--- src/prfd_pkg.sv ---
// Package: constants and carriers for the paged register file decoder
package prfd_pkg;

    // ----------------------------------------------------------------
    // Address space layout
    // ----------------------------------------------------------------
    localparam int unsigned REG_COUNT     = 256;
    localparam logic [3:0]  GRP_WORKONLY  = 4'hd;
    localparam logic [3:0]  GRP_SYSTEM    = 4'he;
    localparam logic [3:0]  GRP_PAGED     = 4'hf;
    localparam logic [4:0]  BLK_SYSTEM    = 5'h1c;
    localparam logic [4:0]  BLK_PAGED     = 5'h1e;
    localparam logic [4:0]  PTR_RST       = 5'h00;
    localparam logic [5:0]  PAGE_RST      = 6'h00;

    // ----------------------------------------------------------------
    // Types
    // ----------------------------------------------------------------
    typedef enum logic [1:0] {
        PRFD_OP_NONE = 2'b00,
        PRFD_OP_ABS  = 2'b01,
        PRFD_OP_WORK = 2'b10
    } prfd_mode_t;

    typedef enum logic [1:0] {
        PRFD_SET_NONE = 2'b00,
        PRFD_SET_PAIR = 2'b01,
        PRFD_SET_LOW  = 2'b10,
        PRFD_SET_HIGH = 2'b11
    } prfd_set_t;

    // Operand request from instruction decode
    typedef struct packed {
        prfd_mode_t mode;
        logic [7:0] abs_num;
        logic [3:0] work_idx;
        logic       pair;
        logic       bit_op;
    } prfd_req_t;

    // Decoded operand location
    typedef struct packed {
        logic       valid;
        logic       err;
        logic [7:0] addr;
        logic [7:0] addr_odd;
        logic       paged;
        logic [5:0] page;
        logic       system;
    } prfd_dec_t;

endpackage : prfd_pkg

--- src/prfd_decoder.sv ---
// Operand address decoder with block pointers and peripheral paging
//
// Contract
// - 256 byte registers, 8-bit absolute number
// - Group 13 not reachable by absolute number
// - Pair access uses even register, next odd
// - Working access uses 4-bit index
// - Absolute number is group concat index
// - Index k in group g gives 16g+k
// - Groups 14 system, 15 peripheral
// - Group 15 routed to page pointer's pack
// - Page pointer selects one of 64 pages
// - Pointers hold 5-bit block numbers 0-31
// - Arguments 2n and 2n+1 select group n
// - Pointer pair of two directly writable registers
// - Bit instructions take working operands only
// - Pointers may select blocks 28 and 30
// - Pointer change leaves register contents untouched
// - Split mode: 0-7 low block, 8-15 high
`timescale 1ns/1ps

module prfd_decoder (
    input  wire logic               mclk,
    input  wire logic               reset_n,
    input  wire prfd_pkg::prfd_set_t set_op,
    input  wire logic [4:0]         set_arg,
    input  wire logic               page_wr,
    input  wire logic [5:0]         page_arg,
    input  wire logic               split_mode,
    input  wire prfd_pkg::prfd_req_t req,
    output prfd_pkg::prfd_dec_t      dec,
    output logic [4:0]              low_block_pointer,
    output logic [4:0]              high_block_pointer,
    output logic [5:0]              peripheral_page_select
);

    // ----------------------------------------------------------------
    // Pointer state
    // ----------------------------------------------------------------
    logic [4:0] low_r;
    logic [4:0] low_nxt;
    logic [4:0] high_r;
    logic [4:0] high_nxt;
    logic [5:0] page_r;
    logic [5:0] page_nxt;

    // Pair set forces the high pointer to the odd block of the same group
    wire logic [4:0] grp_even = {set_arg[4:1], 1'b0};
    wire logic [4:0] grp_odd  = {set_arg[4:1], 1'b1};

    // Any block 0-31 is accepted, including 28 and 30
    assign low_nxt  = (set_op == prfd_pkg::PRFD_SET_PAIR) ? grp_even :
                      (set_op == prfd_pkg::PRFD_SET_LOW)  ? set_arg  : low_r;
    assign high_nxt = (set_op == prfd_pkg::PRFD_SET_PAIR) ? grp_odd  :
                      (set_op == prfd_pkg::PRFD_SET_HIGH) ? set_arg  : high_r;
    assign page_nxt = page_wr ? page_arg : page_r;

    always_ff @(posedge mclk) begin
        if (!reset_n) begin
            low_r  <= prfd_pkg::PTR_RST;
            high_r <= prfd_pkg::PTR_RST;
            page_r <= prfd_pkg::PAGE_RST;
        end else begin
            low_r  <= low_nxt;
            high_r <= high_nxt;
            page_r <= page_nxt;
        end
    end

    assign low_block_pointer      = low_r;
    assign high_block_pointer     = high_r;
    assign peripheral_page_select = page_r;

    // ----------------------------------------------------------------
    // Operand decode (registered, uses block pointers as held before this edge, page as written at it)
    // ----------------------------------------------------------------
    // Working address: unified mode concatenates group and index
    wire logic [7:0] work_unified = {low_r[4:1], req.work_idx};
    wire logic [4:0] split_blk    = req.work_idx[3] ? high_r : low_r;
    wire logic [7:0] work_split   = {split_blk, req.work_idx[2:0]};
    wire logic [7:0] work_addr    = split_mode ? work_split : work_unified;

    wire logic is_abs   = (req.mode == prfd_pkg::PRFD_OP_ABS);
    wire logic is_work  = (req.mode == prfd_pkg::PRFD_OP_WORK);
    wire logic [7:0] raw_addr = is_abs ? req.abs_num : work_addr;

    wire logic abs_bad  = is_abs &&
                          (req.abs_num[7:4] == prfd_pkg::GRP_WORKONLY ||
                           req.bit_op);
    wire logic pair_bad = req.pair && raw_addr[0];
    wire logic any_op   = is_abs || is_work;
    wire logic bad      = any_op && (abs_bad || pair_bad);

    wire logic [7:0] odd_addr = {raw_addr[7:1], 1'b1};
    wire logic hit_paged = raw_addr[7:4] == prfd_pkg::GRP_PAGED;
    wire logic hit_sys   = raw_addr[7:4] == prfd_pkg::GRP_SYSTEM;

    prfd_pkg::prfd_dec_t dec_nxt;
    always_comb begin
        dec_nxt          = '0;
        dec_nxt.valid    = any_op && !bad;
        dec_nxt.err      = bad;
        dec_nxt.addr     = raw_addr;
        dec_nxt.addr_odd = odd_addr;
        dec_nxt.paged    = any_op && !bad && hit_paged;
        // Page taken from the pointer that will be live this cycle
        dec_nxt.page     = page_nxt;
        dec_nxt.system   = any_op && !bad && hit_sys;
    end

    // Decode sees the current block pointers but a page written this cycle; a block set in the same cycle is for
    // the following instruction, so no stall is ever needed
    always_ff @(posedge mclk) begin
        if (!reset_n) begin
            dec <= '0;
        end else begin
            dec <= dec_nxt;
        end
    end

    // ----------------------------------------------------------------
    // Checks
    // ----------------------------------------------------------------
    property p_pair_set;
        @(posedge mclk) disable iff (!reset_n)
        set_op == prfd_pkg::PRFD_SET_PAIR |=>
            low_r == {$past(set_arg[4:1]), 1'b0} && high_r == {$past(set_arg[4:1]), 1'b1};
    endproperty
    a_pair_set: assert property (p_pair_set) else $error("pair set wrong");

    property p_next_decode;
        @(posedge mclk) disable iff (!reset_n)
        (set_op == prfd_pkg::PRFD_SET_PAIR) ##1 (is_work && !split_mode && !req.pair) |=>
            dec.addr == {$past(set_arg[4:1], 2), $past(req.work_idx)};
    endproperty
    a_next_decode: assert property (p_next_decode) else $error("pointer not live");

    property p_group13;
        @(posedge mclk) disable iff (!reset_n)
        is_abs && req.abs_num[7:4] == 4'hd |=> dec.err && !dec.valid;
    endproperty
    a_group13: assert property (p_group13) else $error("group 13 absolute");

    property p_bitop;
        @(posedge mclk) disable iff (!reset_n)
        is_abs && req.bit_op |=> !dec.valid;
    endproperty
    a_bitop: assert property (p_bitop) else $error("bit op absolute");

    property p_pair_odd;
        @(posedge mclk) disable iff (!reset_n)
        (is_abs || is_work) && req.pair |=>
            dec.err || (!dec.addr[0] && dec.addr_odd == dec.addr + 8'h01);
    endproperty
    a_pair_odd: assert property (p_pair_odd) else $error("pair partner");

    property p_split;
        @(posedge mclk) disable iff (!reset_n)
        is_work && split_mode && req.work_idx[3] && !req.pair |=>
            dec.addr[7:3] == $past(high_r) && dec.addr[2:0] == $past(req.work_idx[2:0]);
    endproperty
    a_split: assert property (p_split) else $error("split high block");

    property p_paged;
        @(posedge mclk) disable iff (!reset_n)
        dec.valid && dec.addr[7:4] == 4'hf |-> dec.paged && dec.page == page_r;
    endproperty
    a_paged: assert property (p_paged) else $error("paged routing");

    property p_hold;
        @(posedge mclk) disable iff (!reset_n)
        set_op == prfd_pkg::PRFD_SET_NONE && !page_wr |=>
            $stable(low_r) && $stable(high_r) && $stable(page_r);
    endproperty
    a_hold: assert property (p_hold) else $error("pointer drift");

    property p_abs_pass;
        @(posedge mclk) disable iff (!reset_n)
        is_abs && !req.bit_op && !req.pair && req.abs_num[7:4] != prfd_pkg::GRP_WORKONLY |=>
            dec.valid && dec.addr == $past(req.abs_num);
    endproperty
    a_abs_pass: assert property (p_abs_pass) else $error("absolute number lost");

    property p_unified;
        @(posedge mclk) disable iff (!reset_n)
        is_work && !split_mode && !req.pair |=>
            dec.valid && dec.addr == {$past(low_r[4:1]), $past(req.work_idx)};
    endproperty
    a_unified: assert property (p_unified) else $error("group and index");

    property p_split_low;
        @(posedge mclk) disable iff (!reset_n)
        is_work && split_mode && !req.work_idx[3] && !req.pair |=>
            dec.addr[7:3] == $past(low_r) && dec.addr[2:0] == $past(req.work_idx[2:0]);
    endproperty
    a_split_low: assert property (p_split_low) else $error("split low block");

    property p_system;
        @(posedge mclk) disable iff (!reset_n)
        dec.valid |-> dec.system == (dec.addr[7:4] == prfd_pkg::GRP_SYSTEM) &&
            dec.paged == (dec.addr[7:4] == prfd_pkg::GRP_PAGED);
    endproperty
    a_system: assert property (p_system) else $error("group flags");

    property p_idle;
        @(posedge mclk) disable iff (!reset_n)
        req.mode == prfd_pkg::PRFD_OP_NONE |=> !dec.valid && !dec.err && !dec.paged;
    endproperty
    a_idle: assert property (p_idle) else $error("decode without request");

    property p_one_answer;
        @(posedge mclk) disable iff (!reset_n)
        !(dec.valid && dec.err);
    endproperty
    a_one_answer: assert property (p_one_answer) else $error("valid and error");

    property p_page_load;
        @(posedge mclk) disable iff (!reset_n)
        page_wr |=> page_r == $past(page_arg);
    endproperty
    a_page_load: assert property (p_page_load) else $error("page not loaded");

    property p_low_set;
        @(posedge mclk) disable iff (!reset_n)
        set_op == prfd_pkg::PRFD_SET_LOW |=> low_r == $past(set_arg) && $stable(high_r);
    endproperty
    a_low_set: assert property (p_low_set) else $error("low pointer set");

    property p_high_set;
        @(posedge mclk) disable iff (!reset_n)
        set_op == prfd_pkg::PRFD_SET_HIGH |=> high_r == $past(set_arg) && $stable(low_r);
    endproperty
    a_high_set: assert property (p_high_set) else $error("high pointer set");

endmodule : prfd_decoder

--- config.mk ---
export PLATFORM = sky130hd
export DESIGN_NAME = prfd_decoder
export DESIGN_NICKNAME = d
export VERILOG_FILES = /design/src/prfd_pkg.sv /design/src/prfd_decoder.sv
export SDC_FILE = /design/constraint.sdc
export NUM_CORES = 1
export LEC_CHECK = 0
export BUFFER_PORTS_ARGS = -buffer_cell sky130_fd_sc_hd__buf_2
export CAP_MARGIN = 15
export CORE_MARGIN = 5
export CORE_UTILIZATION = 40
export CTS_BUF_LIST = sky130_fd_sc_hd__clkbuf_8
export CTS_CLUSTER_DIAMETER = 50
export DETAILED_ROUTE_END_ITERATION = 10
export PLACE_DENSITY = 0.74
export SLEW_MARGIN = 20
export SYNTH_ARGS = -nofsm -noshare
export SYNTH_HDL_FRONTEND = slang
export SYNTH_SLANG_ARGS = --single-unit
--- constraint.sdc ---
create_clock -name mclk -period 3.4 [get_ports mclk]
set_input_delay 0.68 -clock mclk [delete_from_list [all_inputs] [get_ports mclk]]
set_output_delay 0.68 -clock mclk [all_outputs]
set_load 0.005 [all_outputs]
==> impl_metrics.env <==
export IMPL_status="finished, final reports clean"
export IMPL_cts_buffers=5
export IMPL_place_area_sq_mm=0.00164
export IMPL_critPathRequiredTime_ns=3.60
export IMPL_post_cts_resized=0
export IMPL_setup_viol=0
export IMPL_synth_edf_count=0
export IMPL_grt_use_total=0.138
export IMPL_finalPower_mw=0.841
export IMPL_timing_final_crit_period_ns=2.01
export IMPL_post_drt_wl_per_cell_microns=12.4
export IMPL_grt_pass1_vias=1043
export IMPL_grt_first_pass_wirelength_microns=4660
export IMPL_yosysWarnings=0
export IMPL_critPathMaxStageDelay_ns=0.57
export IMPL_ios=75
export IMPL_clk_pin_slew_ns=0.06
export IMPL_synth_main_ff_cell="dfxtp_1"
export IMPL_criticalPathCategory="primary input to flip-flop"
export IMPL_setup_ws_ns=1.39
export IMPL_cts_root_buf="clkbuf_8"
export IMPL_synth_seq_cells=29
export IMPL_design_area_sq_mm=0.00175
export IMPL_via_count=1144
export IMPL_synthCells=137
export IMPL_mappedNetlistArea_sq_mm=0.00133
export IMPL_vdd_drop_max_mv=0.196
export IMPL_dr_pass1_iters=4
export IMPL_antennaDiodeCount=0
export IMPL_drive_above_1_share=0.428
export IMPL_worst_path_buf_inv=2
export IMPL_hold_class="flip-flop to flip-flop"
export IMPL_critical_path_top_delay_family="simple AND/OR/NAND/NOR gates"
export IMPL_utilization=0.534
export IMPL_rows=21
export IMPL_hpwl_microns=2430
export IMPL_postCtsSetupRepairBufs=0
export IMPL_portBuffers=74
export IMPL_leakagePower_nw=0.899
export IMPL_postRouteAntennaNets=0
export IMPL_cts_sinks=29
export IMPL_ys_types=30
export IMPL_maxCapViolCount=0
export IMPL_fin_skew_ns=0.00690
export IMPL_core_area_sq_mm=0.00328
export IMPL_post_place_ws_ns=1.11
export IMPL_overflow=0
export IMPL_viasPerCell=4.63
export IMPL_fin_nets=237
export IMPL_max_slew_margin=0.645
export IMPL_whs_ns=0.477
export IMPL_final_hold_viol_count=0
export IMPL_syn_nets=174
export IMPL_area_growth_pct=32.2
export IMPL_tightest_slew_ns=0.533
export IMPL_grt_antenna_before_repair=0
export IMPL_fin_setup_tns_ns=0
export IMPL_ys_seq_area_frac=0.438
export IMPL_htreeDepth=2
export IMPL_fp_dieW_microns=67.6
export IMPL_slew_violations=0
export IMPL_crit_path_start_kind="primary input"
export IMPL_clk_latency_ns=0.27
export IMPL_drt_iter0_drc=33
export IMPL_ys_async_sr_fraction=0
export IMPL_grt_max_degree=28
export IMPL_avgSynthCellArea_sq_um=9.68
export IMPL_final_period_utilization=0.590
export IMPL_die_area_sq_mm=0.00457
export IMPL_dpl_cell_count=239
export IMPL_p_per_area_mw_per_mm2=480
export IMPL_final_cells=247
export IMPL_routed_wl_microns=3060
export IMPL_cp_max_fo=15
export IMPL_drc=0
export IMPL_rsz0062_at_grt="false"
export IMPL_cts_tree="done"
export IMPL_cts_hold_buf=0
export IMPL_initial_core_util=0.404
export IMPL_worstPathArrival_ns=2.21
export IMPL_cp_cell_sequence="buf_2, inv_1, ha_1, o31ai_1, or4_4, nor3b_2"
export IMPL_max_freq_ghz=0.499
export IMPL_crit_path_top_delay_cell="or4_4"
export IMPL_cts_path_max_buffers=2
export IMPL_die_h_microns=67.6
export IMPL_place_congestion=0.751
export IMPL_cp_end_kind="flip-flop"
## final timing paths
check	from	endpoint	slack (ns)	depth (start not counted)
setup / recovery	req[15]	dec[7]	1.39	6
hold / removal	high_block_pointer[3]	high_block_pointer[3]	0.48	2
setup reg to reg	low_block_pointer[3]	dec[7]	1.95	4
hold reg to reg	high_block_pointer[3]	high_block_pointer[3]	0.48	2
## placed cells by master (no fill, tap or decap), drive strengths merged
master and n:
o21ai 5, buf 74, a21boi 6, nand4b 1
a21oi 6, clkbuf 6, nor2 3, or4 1
ha 4, mux2i 11, mux2 1, o21a 1
a211oi 1, and2 2, nor3 1, a41o 1
and2b 2, or2b 2, and3 3, nor2b 14
inv 6, nand2 8, bufinv 1, o31ai 3
dfxtp 29, nor3b 8, nand3b 1
## logic make-up after synthesis
group	after synthesis	share of synthesized area
adders and majority gates	4	0.0377
and+or+nand+nor	46	0.219
muxes	12	0.0915
DFF	29	0.438
AOI/OAI and AO/OA	23	0.111
buffers and inverters	23	0.103
## Yosys cell counts (2+ instances only)
master    number  area share
dfxtp_1       29        0.44
nor2b_1       14       0.066
buf_4         13       0.074
mux2i_1       11       0.083
nand2_1        8       0.023
nor3b_1        7       0.040
a21boi_0       6       0.034
a21oi_1        6       0.023
inv_1          5       0.014
o21ai_0        5       0.019
clkbuf_1       4       0.011
ha_1           4       0.038
nor2_1         3      0.0085
o31ai_1        3       0.017
and2_1         2      0.0094
and3_1         2      0.0094
or2b_1         2       0.011
## final cells by class
| type | count | area [sq um] |
|---|---|---|
| sequential | 29 | 581 |
| timing repair buffer | 74 | 370 |
| inverter | 5 | 18.8 |
| clock inverter | 2 | 33.8 |
| clock buffer | 6 | 82.6 |
| multi-input combinational | 85 | 609 |
| fill | 313 | 1530 |
| tap | 46 | 57.6 |
## tightest hold or removal path: cells and delay by family, from the launching register on
family	cells	cell delay, ns
compound gates	1	0.06
flops	1	0.32
simple gates	1	0.05
## power breakdown
part | internal [mW] | switching, mW
Clock | 0.235 | 0.122
Combinational | 0.0605 | 0.0540
Sequential | 0.359 | 0.0101
## routing by layer
| layer | global-route usage | vias up | share of wire |
|---|---|---|---|
| met5 | 0 | - | 0 |
| met2 | 0.220 | 49 | 0.45 |
| met3 | 0.0516 | 3 | 0.098 |
| li1 | - | 576 | - |
| met1 | 0.168 | 516 | 0.44 |
| met4 | 0.0532 | 0 | 0.0098 |
Power figures use the tool's default switching activity.
